## src/verilog/cmef_pkg.sv

```systemverilog
package cmef_pkg;

    // Register byte offsets on the AXI4-Lite slave.
    localparam logic [7:0] FLAGS_OFS        = 8'h00;
    localparam logic [7:0] MASK_OFS         = 8'h04;
    localparam logic [7:0] CONFIG_OFS       = 8'h08;
    localparam logic [7:0] STATUS_OFS       = 8'h0c;

    // Flag bit positions in the event flag and mask registers.
    localparam int DRX_BIT                  = 19;
    localparam int TOO_BIT                  = 18;
    localparam int MRF_BIT                  = 17;
    localparam int TSW_BIT                  = 16;
    localparam int TX_EVENT_ELEMENT_LOST_FLAG_BIT                 = 15;
    localparam int TX_EVENT_QUEUE_FULL_FLAG_BIT                 = 14;
    localparam logic [31:0] FLAG_BITS       = 32'h000f_c000;

    // Field positions in the configuration and status registers.
    localparam int CFG_RESTRICT_BIT         = 0;
    localparam int CFG_TEF_SIZE_LSB         = 8;
    localparam int STS_RX_PUT_LSB           = 0;
    localparam int STS_RESTRICT_BIT         = 8;
    localparam int STS_RX_BUSY_BIT          = 9;

    // Reset values.
    localparam logic [31:0] FLAGS_RST       = 32'h0000_0000;
    localparam logic [31:0] MASK_RST        = 32'h0000_0000;
    localparam logic [5:0]  TEF_SIZE_RST    = 6'h00;
    localparam logic [5:0]  RX_PUT_RST      = 6'h00;

    localparam logic [1:0] RESP_OKAY        = 2'h0;
    localparam logic [1:0] RESP_SLVERR      = 2'h2;

    // Receive handler storage state.
    typedef enum logic [1:0]
    {
        RX_IDLE  = 2'b00,
        RX_STORE = 2'b01
    } cmef_rx_e;

    // Events reported by the handlers and the timestamp logic.
    typedef struct packed
    {
        logic rx_start;
        logic rx_done;
        logic rx_dedicated;
        logic rx_write_fail;
        logic timeout;
        logic ts_wrap;
        logic tx_fetch_late;
        logic tef_write;
        logic tef_lost;
        logic tef_full;
    } cmef_evt_s;

endpackage

```

## src/verilog/cmef_flags.sv

```systemverilog
`timescale 1ns/100ps
// Notes on behaviour
// Set flag bit 19 when a received frame lands in a dedicated buffer.
// Set RAM failure bit 17 when a new arbitration field arrives mid-storage.
// On that overrun, drop the current frame and start on the next one.
// Set RAM failure bit 17 and abort when a receive write to memory fails.
// Aborted storage leaves put index and buffer new-data indication untouched.
// A partly stored frame is overwritten by the next frame at that location.
// A late transmit fetch sets RAM failure bit 17 and aborts that transmission.
// A transmit memory failure puts the controller into restricted mode.
// Software leaves restricted mode by clearing the restricted-mode control bit.
// Set timestamp wrap bit 16 on each counter wrap; zero until one occurs.
// Set transmit event lost bit 15 when a transmit event element is lost.
// Also set bit 15 on a write attempt into a zero-size transmit event FIFO.
// Set transmit event full bit 14 when that FIFO becomes full.
// Flags reset to zero and stay set until software writes one to clear.
module cmef_flags
(
    // Clock and reset.
    input  wire logic                aclk,
    input  wire logic                aresetn,
    // AXI4-Lite write channels.
    input  wire logic [7:0]          s_axi_awaddr,
    input  wire logic                s_axi_awvalid,
    output logic                     s_axi_awready,
    input  wire logic [31:0]         s_axi_wdata,
    input  wire logic [3:0]          s_axi_wstrb,
    input  wire logic                s_axi_wvalid,
    output logic                     s_axi_wready,
    output logic [1:0]               s_axi_bresp,
    output logic                     s_axi_bvalid,
    input  wire logic                s_axi_bready,
    // AXI4-Lite read channels.
    input  wire logic [7:0]          s_axi_araddr,
    input  wire logic                s_axi_arvalid,
    output logic                     s_axi_arready,
    output logic [31:0]              s_axi_rdata,
    output logic [1:0]               s_axi_rresp,
    output logic                     s_axi_rvalid,
    input  wire logic                s_axi_rready,
    // Handler events.
    input  wire cmef_pkg::cmef_evt_s evt,
    // Handler controls.
    output logic                     rx_abort,
    output logic                     rx_put_inc,
    output logic                     rx_new_data_set,
    output logic                     tx_abort,
    output logic                     restricted_mode_control,
    output logic                     irq
);
    import cmef_pkg::*;

    logic [31:0] flags_r;
    logic [31:0] mask_r;
    logic [5:0]  tef_size_r;
    logic [5:0]  rx_put_r;
    cmef_rx_e    rx_state_r;
    logic        rx_fail_r;
    logic        rx_ded_r;
    logic        aw_held_r;
    logic        w_held_r;
    logic [7:0]  awaddr_r;
    logic [31:0] wdata_r;
    logic [3:0]  wstrb_r;
    logic [31:0] set_nxt;
    logic [31:0] clr_nxt;
    logic [31:0] wmask;
    logic        wr_fire;
    logic        rx_overrun;
    logic        rx_commit;

    // Overrun: a new arbitration field while the previous frame is still open.
    assign rx_overrun = evt.rx_start && rx_state_r == RX_STORE;
    assign rx_commit  = evt.rx_done && rx_state_r == RX_STORE && !rx_fail_r
                        && !evt.rx_write_fail;

    always_ff @(posedge aclk)
    begin
        if (!aresetn)
        begin
            rx_state_r <= RX_IDLE;
            rx_fail_r  <= 1'b0;
            rx_ded_r   <= 1'b0;
        end
        else
        begin
            unique case (rx_state_r)
                RX_IDLE:
                begin
                    if (evt.rx_start)
                    begin
                        rx_state_r <= RX_STORE;
                        rx_fail_r  <= 1'b0;
                        rx_ded_r   <= evt.rx_dedicated;
                    end
                end
                RX_STORE:
                begin
                    // The old frame is dropped and the new one taken on at once.
                    if (evt.rx_start)
                    begin
                        rx_fail_r <= 1'b0;
                        rx_ded_r  <= evt.rx_dedicated;
                    end
                    else if (evt.rx_done)
                    begin
                        rx_state_r <= RX_IDLE;
                    end
                    else if (evt.rx_write_fail)
                    begin
                        rx_fail_r <= 1'b1;
                    end
                end
            endcase
        end
    end

    // Put index only advances on a clean commit, so an aborted frame's slot is reused.
    always_ff @(posedge aclk)
    begin
        if (!aresetn)
        begin
            rx_put_r        <= RX_PUT_RST;
            rx_put_inc      <= 1'b0;
            rx_new_data_set <= 1'b0;
            rx_abort        <= 1'b0;
        end
        else
        begin
            rx_put_inc      <= rx_commit && !rx_ded_r;
            rx_new_data_set <= rx_commit && rx_ded_r;
            rx_abort        <= rx_overrun || (evt.rx_write_fail && rx_state_r == RX_STORE);
            if (rx_commit && !rx_ded_r)
            begin
                rx_put_r <= rx_put_r + 6'h01;
            end
        end
    end

    always_ff @(posedge aclk)
    begin
        if (!aresetn)
        begin
            tx_abort <= 1'b0;
        end
        else
        begin
            tx_abort <= evt.tx_fetch_late;
        end
    end

    always_comb
    begin
        set_nxt = 32'h0000_0000;
        set_nxt[DRX_BIT]  = rx_commit && rx_ded_r;
        set_nxt[TOO_BIT]  = evt.timeout;
        set_nxt[MRF_BIT]  = rx_overrun || (evt.rx_write_fail && rx_state_r == RX_STORE)
                            || evt.tx_fetch_late;
        set_nxt[TSW_BIT]  = evt.ts_wrap;
        set_nxt[TX_EVENT_ELEMENT_LOST_FLAG_BIT] = evt.tef_lost || (evt.tef_write && tef_size_r == 6'h00);
        set_nxt[TX_EVENT_QUEUE_FULL_FLAG_BIT] = evt.tef_full && tef_size_r != 6'h00;
    end

    // AXI write side: address and data are latched independently.
    assign wr_fire = aw_held_r && w_held_r && !s_axi_bvalid;
    always_comb
    begin
        wmask = {{8{wstrb_r[3]}}, {8{wstrb_r[2]}}, {8{wstrb_r[1]}}, {8{wstrb_r[0]}}};
    end

    always_comb
    begin
        clr_nxt = 32'h0000_0000;
        if (wr_fire && awaddr_r == FLAGS_OFS)
        begin
            clr_nxt = wdata_r & wmask & FLAG_BITS;
        end
    end

    // A set arriving in the clearing cycle wins, so no event is lost.
    always_ff @(posedge aclk)
    begin
        if (!aresetn)
        begin
            flags_r <= FLAGS_RST;
        end
        else
        begin
            flags_r <= (flags_r & ~clr_nxt) | set_nxt;
        end
    end

    always_ff @(posedge aclk)
    begin
        if (!aresetn)
        begin
            aw_held_r     <= 1'b0;
            w_held_r      <= 1'b0;
            awaddr_r      <= 8'h00;
            wdata_r       <= 32'h0000_0000;
            wstrb_r       <= 4'h0;
            s_axi_awready <= 1'b0;
            s_axi_wready  <= 1'b0;
            s_axi_bvalid  <= 1'b0;
            s_axi_bresp   <= RESP_OKAY;
        end
        else
        begin
            s_axi_awready <= !aw_held_r && !s_axi_awready && s_axi_awvalid;
            s_axi_wready  <= !w_held_r && !s_axi_wready && s_axi_wvalid;
            if (s_axi_awvalid && s_axi_awready)
            begin
                aw_held_r <= 1'b1;
                awaddr_r  <= s_axi_awaddr;
            end
            if (s_axi_wvalid && s_axi_wready)
            begin
                w_held_r <= 1'b1;
                wdata_r  <= s_axi_wdata;
                wstrb_r  <= s_axi_wstrb;
            end
            if (wr_fire)
            begin
                aw_held_r    <= 1'b0;
                w_held_r     <= 1'b0;
                s_axi_bvalid <= 1'b1;
                s_axi_bresp  <= (awaddr_r == FLAGS_OFS || awaddr_r == MASK_OFS || awaddr_r == CONFIG_OFS
                                 || awaddr_r == STATUS_OFS) ? RESP_OKAY : RESP_SLVERR;
            end
            else if (s_axi_bvalid && s_axi_bready)
            begin
                s_axi_bvalid <= 1'b0;
            end
        end
    end

    // Configuration: restricted mode is entered by hardware, left only by software.
    always_ff @(posedge aclk)
    begin
        if (!aresetn)
        begin
            mask_r                  <= MASK_RST;
            tef_size_r              <= TEF_SIZE_RST;
            restricted_mode_control <= 1'b0;
        end
        else
        begin
            if (wr_fire && awaddr_r == MASK_OFS)
            begin
                mask_r <= ((mask_r & ~wmask) | (wdata_r & wmask)) & FLAG_BITS;
            end
            if (evt.tx_fetch_late)
            begin
                restricted_mode_control <= 1'b1;
            end
            else if (wr_fire && awaddr_r == CONFIG_OFS && wstrb_r[0])
            begin
                restricted_mode_control <= wdata_r[CFG_RESTRICT_BIT];
            end
            if (wr_fire && awaddr_r == CONFIG_OFS && wstrb_r[1])
            begin
                tef_size_r <= wdata_r[CFG_TEF_SIZE_LSB +: 6];
            end
        end
    end

    always_ff @(posedge aclk)
    begin
        if (!aresetn)
        begin
            irq <= 1'b0;
        end
        else
        begin
            irq <= |(flags_r & mask_r);
        end
    end

    // AXI read side: one read at a time, answered two cycles after arvalid.
    always_ff @(posedge aclk)
    begin
        if (!aresetn)
        begin
            s_axi_arready <= 1'b0;
            s_axi_rvalid  <= 1'b0;
            s_axi_rdata   <= 32'h0000_0000;
            s_axi_rresp   <= RESP_OKAY;
        end
        else
        begin
            s_axi_arready <= s_axi_arvalid && !s_axi_arready && !s_axi_rvalid;
            if (s_axi_arvalid && s_axi_arready)
            begin
                s_axi_rvalid <= 1'b1;
                s_axi_rresp  <= RESP_OKAY;
                unique case (s_axi_araddr)
                    FLAGS_OFS:  s_axi_rdata <= flags_r;
                    MASK_OFS:   s_axi_rdata <= mask_r;
                    CONFIG_OFS: s_axi_rdata <= {18'h0, tef_size_r, 7'h00, restricted_mode_control};
                    STATUS_OFS: s_axi_rdata <= {22'h0, (rx_state_r == RX_STORE), restricted_mode_control,
                                                2'h0, rx_put_r};
                    default:
                    begin
                        s_axi_rdata <= 32'h0000_0000;
                        s_axi_rresp <= RESP_SLVERR;
                    end
                endcase
            end
            else if (s_axi_rvalid && s_axi_rready)
            begin
                s_axi_rvalid <= 1'b0;
            end
        end
    end
endmodule

```

## config.mk

```make
export PLATFORM = sky130hd
export DESIGN_NAME = cmef_flags
export DESIGN_NICKNAME = d
export VERILOG_FILES = /design/src/verilog/cmef_pkg.sv /design/src/verilog/cmef_flags.sv
export SDC_FILE = /design/constraint.sdc
export NUM_CORES = 1
export LEC_CHECK = 0
export BUFFER_PORTS_ARGS = -buffer_cell sky130_fd_sc_hd__buf_2
export CORE_ASPECT_RATIO = 1.4
export CORE_MARGIN = 8
export CORE_UTILIZATION = 37
export DETAILED_ROUTE_END_ITERATION = 8
export PLACE_DENSITY = 0.69
export REMOVE_ABC_BUFFERS = 1
export SLEW_MARGIN = 0
export SYNTH_ARGS = -nofsm -noshare
export SYNTH_HDL_FRONTEND = slang
export SYNTH_SLANG_ARGS = --single-unit
```

## constraint.sdc

```tcl
create_clock -name aclk -period 2.2 [get_ports aclk]
set_input_delay 0.44 -clock aclk [delete_from_list [all_inputs] [get_ports aclk]]
set_output_delay 0.44 -clock aclk [all_outputs]
set_load 0.01 [all_outputs]
```

## After elaboration in Yosys (flattened, before gate mapping)

Index checks and enable logic that the tools add are counted.

| word-level totals | value |
|---|---|
| word-level logic and storage cells | 127 |
| bits of input ports | 69 |
| flip-flop bits (word level) | 134 |

| cells by class | value |
|---|---|
| eq/ne operators | 13 |
| add/subtract/negate cells | 1 |
| bitwise gates (word level) | 9 |
| reduce and logical (&&, ||, !) cells | 57 |
| muxes and demuxes | 21 |

Operators by type and width:

| operator | count |
|---|---|
| $pmux 32 s4 | 1 |
| $and 20x20->20 | 2 |
| $and 32x20->32 | 1 |
| $and 32x32->32 | 1 |
| $eq 8x4->1 const B | 4 |
| $not 32->32 | 1 |
| $or 32x20->32 | 1 |
| $reduce_or 32->1 | 1 |
| $logic_and 1x1->1 | 27 |
| $mux 20 | 1 |
| $not 20->20 | 1 |
| $or 20x20->20 | 1 |
| $eq 8x3->1 const B | 2 |
| $logic_not 8->1 | 2 |
| $mux 1 | 12 |
| $logic_not 1->1 | 10 |
| $mux 2 | 5 |
| $add 6x1->6 const B | 1 |
| $logic_not 6->1 | 1 |
| $logic_or 1x1->1 | 6 |
| $ne 2x2->1 const B | 3 |
| $ne 3x3->1 const B | 2 |
| $reduce_and 3->1 | 2 |
| $reduce_bool 2->1 | 3 |
| other kinds (9) | 10 |

## Depth between registers and ports, before layout

Gate-level depths: netlist (run 1).

| depth | value |
|---|---|
| depth after elaboration | 7 |
| mapped depth | 5 |
| depth with buffers taken out | 5 |

## Worst setup path after synthesis (run 1)

No wires, ideal clock.

| path | value |
|---|---|
| path kind | input to register |
| start point | input s_axi_araddr[0] |
| end point | register s_axi_rdata[17] |
| required time | 2.129 ns |
| data arrival time | 1.878 ns |
| library setup time | 0.071 ns |
| stages | 4 |
| path buffers | 0 |
| setup slack | 0.252 ns |
| cells stage by stage | or4_1 > or4_4 > or3_1 > a21oi_1 |

| on the way | value |
|---|---|
| word-level cells in the longest chain between the ends | 2 |
| elaborated cells on any way between the ends | 5 |
| classes of those cells | eq/ne (3); mux (1); reduce/logical (1) |

Ends and longest elaborated chain:

| what | RTL line | RTL |
|---|---|---|
| start: declaration | cmef_flags.sv:34 | `input wire logic [7:0] s_axi_araddr,` |
| $eq 8x4->1, or another cell as far along | cmef_flags.sv:296 | `unique case (s_axi_araddr)` |
| $pmux 32 s4 * | cmef_flags.sv:296 |  |
| end signal: assignment | cmef_flags.sv:297 | `FLAGS_OFS: s_axi_rdata <= flags_r;` |
| end signal: assignment | cmef_flags.sv:298 | `MASK_OFS: s_axi_rdata <= mask_r;` |
| end signal: assignment | cmef_flags.sv:299 | `CONFIG_OFS: s_axi_rdata <= {18'h0, tef_size_r, 7'h00, restricted_mode_control};` |
| end: declaration | cmef_flags.sv:37 | `output logic [31:0] s_axi_rdata,` |

Every way passes the cells marked *; elsewhere a longest branch is shown, timed or not.
A chain may end at the register's enable or synchronous reset.

## Worst setup path in the final report (run 1)

Same ends and word-level chain as after synthesis.

==> results of run 1 <==
==> per-layer routing <==
metal	vias up	share of wire, %
li1	1481	-
met1	1332	41
met2	90	51
met3	14	6.2
met4	0	1.7
met5	-	0
==> flip-flops by register name, summed over array words and instances, names as in the netlist, 3 cells and up, named ones only <==
signal and count:
s_axi_rdata 18, wdata_r 13, awaddr_r 8, flags_r 6
rx_put_r 6, tef_size_r 6, wstrb_r 3
==> synth_stat cells <==
library cell and number:
sky130_fd_sc_hd__or4_1 2, sky130_fd_sc_hd__a31o_2 1, sky130_fd_sc_hd__nor4_1 2, sky130_fd_sc_hd__or4_4 1
sky130_fd_sc_hd__nand2_1 70, sky130_fd_sc_hd__and3_1 1, sky130_fd_sc_hd__clkbuf_1 22, sky130_fd_sc_hd__inv_1 5
sky130_fd_sc_hd__a21oi_1 47, sky130_fd_sc_hd__nor4b_1 1, sky130_fd_sc_hd__nor3_1 6, sky130_fd_sc_hd__nand4bb_1 1
sky130_fd_sc_hd__mux2_2 3, sky130_fd_sc_hd__nand4_1 10, sky130_fd_sc_hd__and4_1 1, sky130_fd_sc_hd__nand4b_1 5
sky130_fd_sc_hd__o21ai_0 9, sky130_fd_sc_hd__buf_4 16, sky130_fd_sc_hd__nor2_1 35, sky130_fd_sc_hd__a32oi_1 3
sky130_fd_sc_hd__conb_1 1, sky130_fd_sc_hd__nor3b_1 2, sky130_fd_sc_hd__a41oi_1 2, sky130_fd_sc_hd__buf_2 1
sky130_fd_sc_hd__nand3_1 10, sky130_fd_sc_hd__dfxtp_1 84, sky130_fd_sc_hd__a31oi_1 6, sky130_fd_sc_hd__nand2b_1 3
sky130_fd_sc_hd__nand3b_1 1, sky130_fd_sc_hd__and2_1 1, sky130_fd_sc_hd__a22oi_1 3, sky130_fd_sc_hd__and3b_1 4
sky130_fd_sc_hd__or3_1 6, sky130_fd_sc_hd__ha_1 4, sky130_fd_sc_hd__inv_2 1, sky130_fd_sc_hd__nor4_2 1
sky130_fd_sc_hd__mux2i_1 20, sky130_fd_sc_hd__xnor2_1 5
==> critical path: cells and delay by family <==
kind / cells / cell delay (ns)
compound gates: 1 / 0.14
buf+inv: 1 / 0.10
simple gates: 3 / 1.40
==> how the worst min path moves through the flow <==
stage	start	to	slack (ns)	depth (start not counted)
floorplan	wdata_r[0]$_SDFFE_PN0P_	wdata_r[0]$_SDFFE_PN0P_	0.43	2
global placement	s_axi_rvalid$_SDFFE_PN0P_	s_axi_arready$_SDFF_PN0_	0.43	1
detailed placement	s_axi_rdata[3]$_SDFFE_PN0P_	s_axi_rdata[3]$_SDFFE_PN0P_	0.44	2
CTS	evt[8]	rx_state_r[0]$_SDFFE_PN0P_	0.32	2
global route	s_axi_wdata[11]	wdata_r[11]$_SDFFE_PN0P_	0.34	3
finish	evt[8]	rx_state_r[0]$_SDFFE_PN0P_	0.33	2
==> metrics by stage <==
step	setup WS [ns]	cell area [um^2]
6_report	0.394	4190
5_1_grt	0.282	4190
4_1_cts	0.398	4190
3_5_place_dp	0.0452	3860
3_3_place_gp	0.0973	3860
2_1_floorplan	-0.139	3270
==> cell type report <==
type	instances	area [um^2]
clock buffers	10	239
repair buffers	86	448
multi-input cells	282	1570
flip-flops and latches	84	1680
clock inverters	6	87.6
well taps	107	134
fillers	907	4840
inverters	6	22.5
==> kinds of logic (layout without fill, tap and decap cells) <==
family	Yosys count	after routing	synth area share [%]
adder cells (fa/ha/maj)	4	4	1.46
buffers and inverters	45	108	6.73
AO/OA/AOI/OAI	71	71	11.5
other	1	16	0.110
AND/OR/NAND/NOR	163	163	23.0
flip-flops	84	84	49.1
XOR/XNOR	5	5	1.28
multiplexers	23	23	6.83
==> power breakdown <==
group / internal, mW / switching (mW) / total, mW
clock: 1.02 / 0.589 / 1.61
combinational: 0.0900 / 0.138 / 0.228
sequential: 1.56 / 0.0359 / 1.60
==> flow_metrics.py, run 1 <==
metrics = {
    "floorplanning": {
        "core_area_um2": 9030,
        "top_level_ports": 116,
        "initial_utilization_pct": 37.9,
        "die_h_um": 130,
        "rows": 41,
        "die_width_um": 97.3,
        "area_of_the_die_um2": 12600,
    },
    "clock_network": {
        "post-cts-setup-buffers": 0,
        "ctsRootBufferMaster": "sky130_fd_sc_hd__clkbuf_16",
        "cts_tree": "built",
        "cts_max_path_buffers": 2,
        "clk_transition_reported_paths_ns": 0.06,
        "post_cts_hold_buffer_count": 0,
        "worstSkewPairLatency_ns": 0.33,
        "clock_buffers_created_by_tritoncts": 9,
        "cts_max_level": 3,
        "cts_repair_resize_count": 0,
        "clock_sink_count": 84,
    },
    "critical_path": {
        "setup.worst_path.start_class": "input port",
        "timing.critical_path.to": "s_axi_rdata[17]$_SDFFE_PN0P_",
        "critical-path-slowest-cell": "sky130_fd_sc_hd__or4_1",
        "regToRegEndpoint": "restricted_mode_control$_SDFFE_PN0P_",
        "crit_path_cell_trace": "buf_2, or4_1, or4_4, or3_1, a21oi_1",
        "required_ns": 2.47,
        "crit_arrival_ns": 2.07,
        "worst-path-max-fanout": 6,
        "criticalPathCategory": "input port to register",
        "worst-r2r-setup-slack_ns": 0.43,
        "cp_slowest_stage_delay_ns": 0.56,
        "critPathLaunch": "s_axi_araddr[0]",
        "critical_path.reg2reg.startpoint": "awaddr_r[5]$_SDFFE_PN0P_",
        "worst_setup_path_end_kind": "register",
        "timing.reg2reg.worst_path_depth": 4,
    },
    "synthesis": {
        "synth.distinct_cells": 38,
        "synthesis.area_per_instance_um2": 8.64,
        "postSynthRegisterBits": 84,
        "synth_warnings": 0,
        "netlist.top_cell.by_area": "sky130_fd_sc_hd__dfxtp_1",
        "synthDominantCellAreaShare_pct": 49.1,
        "yosysSeqAreaShare_pct": 49.1,
        "synthCells": 396,
        "syn-cell-area_um2": 3420,
        "synthTopCellsByArea": "sky130_fd_sc_hd__dfxtp_1 49%, sky130_fd_sc_hd__nand2_1 7.7%, sky130_fd_sc_hd__a21oi_1 6.9%",
    },
    "global_routing": {
        "grt_pass1_vias": 3023,
        "m1_gr_usage_pct": 14.4,
        "grt_first_pass_wirelength_mm": 14.2,
        "gr-usage-all-layers_pct": 13.7,
        "global_route.peak_usage_layer": "met2",
        "groute.layer.met3.usage_pct": 4.28,
        "largest_net_degree_at_the_start_of_global_routing": 41,
        "grt_util_met2_pct": 24.3,
        "grt_antenna_before_repair": 0,
        "overflow": 0,
    },
    "detailed_routing": {
        "tritonroute_pass_1_iters": 5,
        "routed_via_density": 5.02,
        "routedWlPerCell_um": 14.6,
        "antenna_left": 0,
        "drt_total_wl_mm": 8.48,
        "drc": 0,
        "num_vias": 2917,
        "drt_iter0_markers": 152,
    },
    "sta": {
        "finClkSkew_ns": 0.00630,
        "final.hold.worst_slack_ns": 0.335,
        "f_max_mhz": 554,
        "timing_worst_slew_pin_value_ns": 0.588,
        "slew_headroom_pct": 60.8,
        "timing_hold_violations_final": 0,
        "finalCritPeriodShare_pct": 82.1,
        "setup_viol": 0,
        "final-max-slew-violation-count": 0,
        "setup_tns_ns": 0,
        "rsz_0062_raised_after_global_routing": "false",
        "finalWorstPathRequiredPeriod_ns": 1.81,
    },
    "finish": {
        "final_common_cell": "sky130_fd_sc_hd__dfxtp_1",
        "layout_common_cells": "84 x sky130_fd_sc_hd__dfxtp_1, 79 x sky130_fd_sc_hd__buf_2, 70 x sky130_fd_sc_hd__nand2_1",
        "drive_above_1_share_pct": 23.2,
        "antenna_cells_inserted": 0,
        "final_core_util_pct": 46.4,
        "area.growth.synth_to_final_pct": 22.3,
        "post_layout_net_count": 542,
        "finalNonFillerCells": 581,
    },
    "place": {
        "placed_cells_incl_taps": 565,
        "gp_routability_congestion": 0.797,
        "port_buffers": 79,
        "place_hpwl_mm": 6.23,
    },
    "min_path": {
        "worst_hold_path_type": "input port to register",
    },
    "run": {
        "timing.max_cap.violations": 0,
    },
    "power": {
        "power_density_nw_per_um2": 821,
        "ir_worst_vdd_v": 0.000426,
        "power.leakage_nw": 1.81,
        "finalPower_mw": 3.44,
    },
    "status": {
        "run_status": "finished clean",
    },
}
Power figures use the tool's default switching activity.
==> run 2, diff against run 1 <==
--- a/config.mk
+++ b/config.mk
@@ -5,12 +5,13 @@
 export SDC_FILE = /design/constraint.sdc
 export NUM_CORES = 1
 export LEC_CHECK = 0
+export ABC_AREA = 1
 export BUFFER_PORTS_ARGS = -buffer_cell sky130_fd_sc_hd__buf_2
 export CORE_ASPECT_RATIO = 1.4
 export CORE_MARGIN = 8
 export CORE_UTILIZATION = 37
 export DETAILED_ROUTE_END_ITERATION = 8
-export PLACE_DENSITY = 0.69
+export PLACE_DENSITY = 0.71
 export REMOVE_ABC_BUFFERS = 1
 export SLEW_MARGIN = 0
 export SYNTH_ARGS = -nofsm -noshare
==> constraint.sdc (replaced) <==
create_clock -name aclk -period 1.6 [get_ports aclk]
set_input_delay 0.32 -clock aclk [delete_from_list [all_inputs] [get_ports aclk]]
set_output_delay 0.32 -clock aclk [all_outputs]
set_load 0.01 [all_outputs]
==> run 2 against run 1 <==
Sequential power is 38% higher. Clock power is 32% higher. Cell area is 3.8% higher. Synthesized cell count is 24% higher. First-iteration DRC count is 6.6% higher. Count of clock-buffer cells in the layout is 3 higher. Critical path type is now register to register. Critical endpoint is now rx_put_r[4]$_SDFFE_PN0P_.
==> flow_metrics.py, run 2 <==
metrics = {
    "status": {
        "run_status": "finished clean",
    },
    "clock_network": {
        "cts_max_level": 3,
        "post-cts-setup-buffers": 0,
        "clk_transition_reported_paths_ns": 0.06,
        "worstSkewPairLatency_ns": 0.33,
        "clock_buffers_created_by_tritoncts": 9,
        "post_cts_hold_buffer_count": 0,
        "cts_repair_resize_count": 0,
        "cts_max_path_buffers": 2,
        "cts_tree": "built",
        "clock_sink_count": 84,
        "ctsRootBufferMaster": "sky130_fd_sc_hd__clkbuf_16",
    },
    "detailed_routing": {
        "routedWlPerCell_um": 11.9,
        "routed_wire_length_on_met3_um": 644,
        "routed_via_density": 4.59,
        "highest_metal_layer_with_signal_wires": "met4",
        "tritonroute_pass_1_iters": 4,
        "m1WireLength_mm": 3.66,
        "drt_iter0_markers": 162,
        "met2_length_mm": 3.76,
        "drt_total_wl_mm": 8.15,
        "drc": 0,
        "num_vias": 3146,
        "antenna_left": 0,
    },
    "synthesis": {
        "yosysSeqAreaShare_pct": 46.6,
        "syn-cell-area_um2": 3610,
        "synth-async-reset-ratio_pct": 0,
        "synthCells": 490,
        "postSynthRegisterBits": 84,
        "synthTopCellsByArea": "sky130_fd_sc_hd__dfxtp_1 47%, sky130_fd_sc_hd__nand2_1 11%, sky130_fd_sc_hd__nor2_1 9.3%",
        "post_synth_most_frequent_cells": "103 x sky130_fd_sc_hd__nand2_1, 89 x sky130_fd_sc_hd__nor2_1, 84 x sky130_fd_sc_hd__dfxtp_1, 44 x sky130_fd_sc_hd__o21ai_0, 39 x sky130_fd_sc_hd__inv_1",
        "synthesis.area_per_instance_um2": 7.36,
        "synth_enable_flop_cells": 0,
        "netlist.top_cell.by_area": "sky130_fd_sc_hd__dfxtp_1",
        "synth_warnings": 0,
        "synth.most_common_cell": "sky130_fd_sc_hd__nand2_1",
        "primary_flip_flop_cell_chosen_by_synthesis_mapping": "sky130_fd_sc_hd__dfxtp_1",
        "synthDominantCellAreaShare_pct": 46.6,
        "synth.distinct_cells": 30,
    },
    "sta": {
        "final-max-slew-violation-count": 0,
        "setup_tns_ns": 0,
        "finClkSkew_ns": 0.00699,
        "rsz_0062_raised_after_global_routing": "false",
        "finalWorstPathRequiredPeriod_ns": 1.31,
        "finalCritPeriodShare_pct": 81.8,
        "setup_viol": 0,
        "f_max_mhz": 764,
        "timing_hold_violations_final": 0,
    },
    "power": {
        "ir_worst_vdd_v": 0.000770,
        "pwr-share-clk_pct": 45.2,
        "power.share.switching_pct": 22.7,
        "power.net_switching_mw": 1.07,
        "p_int_mw": 3.63,
        "finalPower_mw": 4.70,
        "power.share.combinational_pct": 7.7,
        "power.leakage_nw": 2.06,
        "power.sequential.fraction_pct": 47.1,
        "power_density_nw_per_um2": 1080,
    },
    "critical_path": {
        "cp_slowest_stage_delay_ns": 0.48,
        "worst_setup_path_end_kind": "register",
        "crit_path_cell_trace": "nand2_1, inv_2, nand2_4, nor2_8, nand3_2, o21ai_0, nor2_1",
        "family_with_the_most_delay_on_the_worst_path": "simple AND/OR/NAND/NOR gates",
        "required_ns": 1.83,
        "criticalPathCategory": "register to register",
        "setup.worst_path.start_class": "register",
        "worst-path-max-fanout": 8,
        "critical-path-slowest-cell": "sky130_fd_sc_hd__dfxtp_1",
        "path_buf_inv": 1,
        "crit_arrival_ns": 1.53,
    },
    "finish": {
        "final_core_util_pct": 46.0,
        "finalNonFillerCells": 685,
        "drive_above_1_share_pct": 21.6,
        "reg_top3": "s_axi_rdata: 18 flops, wdata_r: 13 flops, awaddr_r: 8 flops",
        "antenna_cells_inserted": 0,
        "final_common_cell": "sky130_fd_sc_hd__nand2_1",
        "registers.top_by_ff_count": "s_axi_rdata",
        "area.growth.synth_to_final_pct": 20.5,
        "area_of_all_placed_cells_without_fillers_um2": 4350,
        "post_layout_net_count": 643,
        "largest_register_ffs": 18,
        "layout_common_cells": "103 x sky130_fd_sc_hd__nand2_1, 89 x sky130_fd_sc_hd__nor2_1, 84 x sky130_fd_sc_hd__dfxtp_1",
    },
    "place": {
        "placement.cell_area_um2": 4030,
        "placed_cells_incl_taps": 669,
        "gp_routability_congestion": 0.772,
        "place_hpwl_mm": 6.32,
        "port_buffers": 79,
    },
    "floorplanning": {
        "initial_utilization_pct": 38.1,
        "top_level_ports": 116,
        "rows": 42,
        "die_h_um": 133,
        "die_width_um": 99.4,
        "core_area_um2": 9460,
        "area_of_the_die_um2": 13200,
    },
    "global_routing": {
        "grt_antenna_before_repair": 0,
        "largest_net_degree_at_the_start_of_global_routing": 37,
        "grt_pass1_vias": 3077,
        "gr-usage-all-layers_pct": 12.9,
        "grt_first_pass_wirelength_mm": 13.9,
        "overflow": 0,
    },
    "run": {
        "timing.max_cap.violations": 0,
    },
    "min_path": {
        "worst_hold_path_type": "input port to register",
    },
}
==> run 2: changes by cell type after synthesis, sizes merged, moves of 20 or more <==
cell / delta
mux2i: -20
o21ai: +35
nor2: +65
inv: +37
nand2: +36
==> run 2: area by class of cell <==
cell class                 instances  area (um^2)
sequential                        84         1680
tap                              110          138
timing repair buffer              86          448
fill                             965         5110
clock inverter                     3         43.8
inverter                          44          165
multi-input combinational        345         1600
clock buffer                      13          270
==> run 2: path summary, 6_finish.rpt <==
| check | from | end | slack [ns] | cells past startpoint |
|---|---|---|---|---|
| hold / removal | s_axi_arvalid | s_axi_arready$_SDFF_PN0_ | 0.22 | 3 |
| hold reg to reg | s_axi_awready$_SDFF_PN0_ | s_axi_awready$_SDFF_PN0_ | 0.44 | 1 |
| setup reg to reg | rx_state_r[0]$_SDFFE_PN0P_ | rx_put_r[4]$_SDFFE_PN0P_ | 0.29 | 7 |
| setup / recovery | rx_state_r[0]$_SDFFE_PN0P_ | rx_put_r[4]$_SDFFE_PN0P_ | 0.29 | 7 |
==> run 2: layer usage <==
layer  global-route usage, %  vias up
li1                        -     1689
met1                    14.6     1364
met2                    21.3       85
met3                    5.30        8
met4                    4.56        0
met5                       0        -
==> run 2: through the flow <==
step           hold WS, ns  setup WS (ns)
6_report             0.217          0.291
5_1_grt              0.215          0.117
4_1_cts              0.205          0.272
3_5_place_dp         0.431          0.175
3_3_place_gp         0.423          0.228
2_1_floorplan        0.413          0.241
==> run 2: logic make-up (layout without fill, tap and decap cells) <==
family	count (synthesis)	after routing	synth area share, %
AOI/OAI and AO/OA	86	86	12.4
adders and majority gates	4	4	1.39
buffers and inverters	76	146	10.5
DFF	84	84	46.6
other	1	16	0.104
and+or+nand+nor	239	239	28.9
==> run 2: power groups by stage <==
stage               logic [mW]  clock network [mW]  registers [mW]
finish                   0.363                2.12            2.21
global route             0.416                2.26            2.22
CTS                      0.368                2.16            2.21
detailed placement       0.365                   0            2.26
global placement         0.357                   0            2.26
floorplan                0.208                   0            2.25
==> run 2: worst register-to-register path, cell delays in order, from the launching register on <==
cell	delay (ns)
sky130_fd_sc_hd__dfxtp_1	0.48
sky130_fd_sc_hd__nand2_1	0.11
sky130_fd_sc_hd__inv_2	0.10
sky130_fd_sc_hd__nand2_4	0.07
sky130_fd_sc_hd__nor2_8	0.15
sky130_fd_sc_hd__nand3_2	0.10
sky130_fd_sc_hd__o21ai_0	0.15
sky130_fd_sc_hd__nor2_1	0.06
==> run 3, diff against run 2 <==
==> constraint.sdc (replaced) <==
create_clock -name aclk -period 1.2 [get_ports aclk]
set_input_delay 0.24 -clock aclk [delete_from_list [all_inputs] [get_ports aclk]]
set_output_delay 0.24 -clock aclk [all_outputs]
set_load 0.01 [all_outputs]
==> run 3 against run 2 <==
The run now ends with negative setup slack left. Sequential share of layout area fell by 3.0 points. Utilization up 4.2 points. Sequential power grew 34%. Critical path depth up 3. Wire length increased by 7.8%.
==> flow_metrics.py, run 3 (synthesis results as in run 2) <==
metrics = {
    "place": {
        "gp_routability_congestion": 0.802,
        "place_hpwl_mm": 6.58,
        "placed_cells_incl_taps": 689,
        "placement.cell_area_um2": 4200,
        "port_buffers": 79,
        "dp_worst_setup_slack_ns": -0.0881,
    },
    "floorplanning": {
        "die_h_um": 133,
        "top_level_ports": 116,
        "core_area_um2": 9460,
        "initial_utilization_pct": 38.1,
        "die_width_um": 99.4,
        "area_of_the_die_um2": 13200,
        "rows": 42,
    },
    "finish": {
        "reg_top3": "s_axi_rdata: 18 flops, wdata_r: 13 flops, awaddr_r: 8 flops",
        "post_layout_net_count": 671,
        "final_common_cell": "sky130_fd_sc_hd__nand2_1",
        "finalNonFillerCells": 713,
        "registers.top_by_ff_count": "s_axi_rdata",
        "filler_cell_count": 925,
        "layout_common_cells": "97 x sky130_fd_sc_hd__nand2_1, 85 x sky130_fd_sc_hd__nor2_1, 79 x sky130_fd_sc_hd__dfxtp_1, 79 x sky130_fd_sc_hd__buf_2, 38 x sky130_fd_sc_hd__inv_1",
        "area_of_all_placed_cells_without_fillers_um2": 4740,
        "largest_register_ffs": 18,
        "drive_above_1_share_pct": 30.0,
        "antenna_cells_inserted": 0,
        "final_core_util_pct": 50.1,
        "area.growth.synth_to_final_pct": 31.5,
    },
    "sta": {
        "finClkSkew_ns": 0.00463,
        "finalWorstPathRequiredPeriod_ns": 1.24,
        "final.hold.worst_slack_ns": 0.126,
        "setup_viol": 2,
        "finalCritPeriodShare_pct": 103,
        "worst_slack_ns": -0.0418,
        "timing_hold_violations_final": 0,
        "rsz_0062_raised_after_global_routing": "true",
        "setup_tns_ns": -0.0429,
        "final-max-slew-violation-count": 0,
        "f_max_mhz": 805,
    },
    "power": {
        "ir_worst_vdd_v": 0.000816,
        "finalPower_mw": 6.61,
        "power_density_nw_per_um2": 1390,
        "power.leakage_nw": 2.23,
    },
    "status": {
        "failed_checks": "negative setup slack",
        "run_status": "finished, violations left",
    },
    "clock_network": {
        "worstSkewPairLatency_ns": 0.34,
        "clk_transition_reported_paths_ns": 0.06,
        "ctsRootBufferMaster": "sky130_fd_sc_hd__clkbuf_16",
        "cts_max_level": 3,
        "post_cts_hold_buffer_count": 0,
        "cts_tree": "built",
        "cts_max_path_buffers": 2,
        "clock_sink_count": 84,
        "clock_buffers_created_by_tritoncts": 9,
    },
    "min_path": {
        "worst_hold_path_type": "input port to register",
        "min_delay_path_depth": 3,
    },
    "critical_path": {
        "worst-path-max-fanout": 8,
        "required_ns": 1.44,
        "criticalPathCategory": "register to register",
        "worst-r2r-setup-slack_ns": -0.04,
        "worst_setup_path_end_kind": "register",
        "timing.reg2reg.worst_path_depth": 10,
        "setup.worst_path.start_class": "register",
        "crit_arrival_ns": 1.48,
    },
    "global_routing": {
        "largest_net_degree_at_the_start_of_global_routing": 33,
        "grt_antenna_before_repair": 0,
        "grt_first_pass_wirelength_mm": 14.6,
        "gr-usage-all-layers_pct": 13.6,
        "overflow": 0,
        "grt_pass1_vias": 3319,
    },
    "run": {
        "timing.max_cap.violations": 0,
    },
    "detailed_routing": {
        "routedWlPerCell_um": 12.3,
        "antenna_left": 0,
        "drt_total_wl_mm": 8.79,
        "drt_iter0_markers": 124,
        "tritonroute_pass_1_iters": 4,
        "num_vias": 3327,
        "routed_via_density": 4.67,
        "drc": 0,
    },
}
[run 3: cell count changes in the layout (fill, tap and decap cells not counted), moves of 4 or more]
cell,before,now
sky130_fd_sc_hd__o21ai_0,44,32
sky130_fd_sc_hd__nand2_2,1,6
sky130_fd_sc_hd__buf_4,7,31
sky130_fd_sc_hd__o21ai_2,0,9
sky130_fd_sc_hd__nand2_1,103,97
sky130_fd_sc_hd__nor2_1,89,85
sky130_fd_sc_hd__dfxtp_1,84,79
sky130_fd_sc_hd__nor2_4,2,8
sky130_fd_sc_hd__dfxtp_2,0,4
[run 3: worst paths after layout]
check                                 start                                    to
hold reg to reg   s_axi_rvalid$_SDFFE_PN0P_              s_axi_arready$_SDFF_PN0_
setup / recovery   awaddr_r[5]$_SDFFE_PN0P_  restricted_mode_control$_SDFFE_PN0P_
setup reg to reg   awaddr_r[5]$_SDFFE_PN0P_  restricted_mode_control$_SDFFE_PN0P_
hold / removal                s_axi_arvalid              s_axi_arready$_SDFF_PN0_
[run 3: per-layer routing]
metal | part of all wire, % | GRT usage [%] | up-vias | wire length, um
met5 | 0 | 0 | - | 0
met4 | 2.8 | 7.52 | 0 | 248
met3 | 6.8 | 4.36 | 17 | 598
met2 | 47 | 22.6 | 91 | 4090
met1 | 44 | 15.0 | 1476 | 3850
li1 | - | - | 1743 | -
[run 3: layout make-up]
cell class                 count  area, um^2  area share, %
inverter                      44         165           3.48
clock inverter                 6        87.6           1.85
clock buffer                  10         239           5.04
sequential                    84        1690           35.6
tap                          110         138           2.90
multi-input combinational    346        1740           36.8
timing repair buffer         113         679           14.3
[run 3: worst max-delay path, stage by stage (launching register included)]
cell and delay [ns]:
sky130_fd_sc_hd__dfxtp_1 0.32, sky130_fd_sc_hd__nor2_2 0.11, sky130_fd_sc_hd__nand2_2 0.08, sky130_fd_sc_hd__nor2_4 0.10
sky130_fd_sc_hd__buf_12 0.15, sky130_fd_sc_hd__buf_6 0.10, sky130_fd_sc_hd__nand3_2 0.05, sky130_fd_sc_hd__nand2_1 0.06
sky130_fd_sc_hd__nand3_1 0.07, sky130_fd_sc_hd__nand2_1 0.06, sky130_fd_sc_hd__inv_1 0.04
[run 3: where the power goes]
part | internal, mW | switching [mW] | total (mW)
clock | 1.88 | 1.11 | 2.99
sequential | 2.88 | 0.0827 | 2.97
combinational | 0.299 | 0.358 | 0.658
[run 3: timing repair]
item	CTS	global route
buffers inserted	4	3
endpoints found under the setup margin	19	28
gates cloned	0	1
resized for setup	21	31
pin swaps	3	6
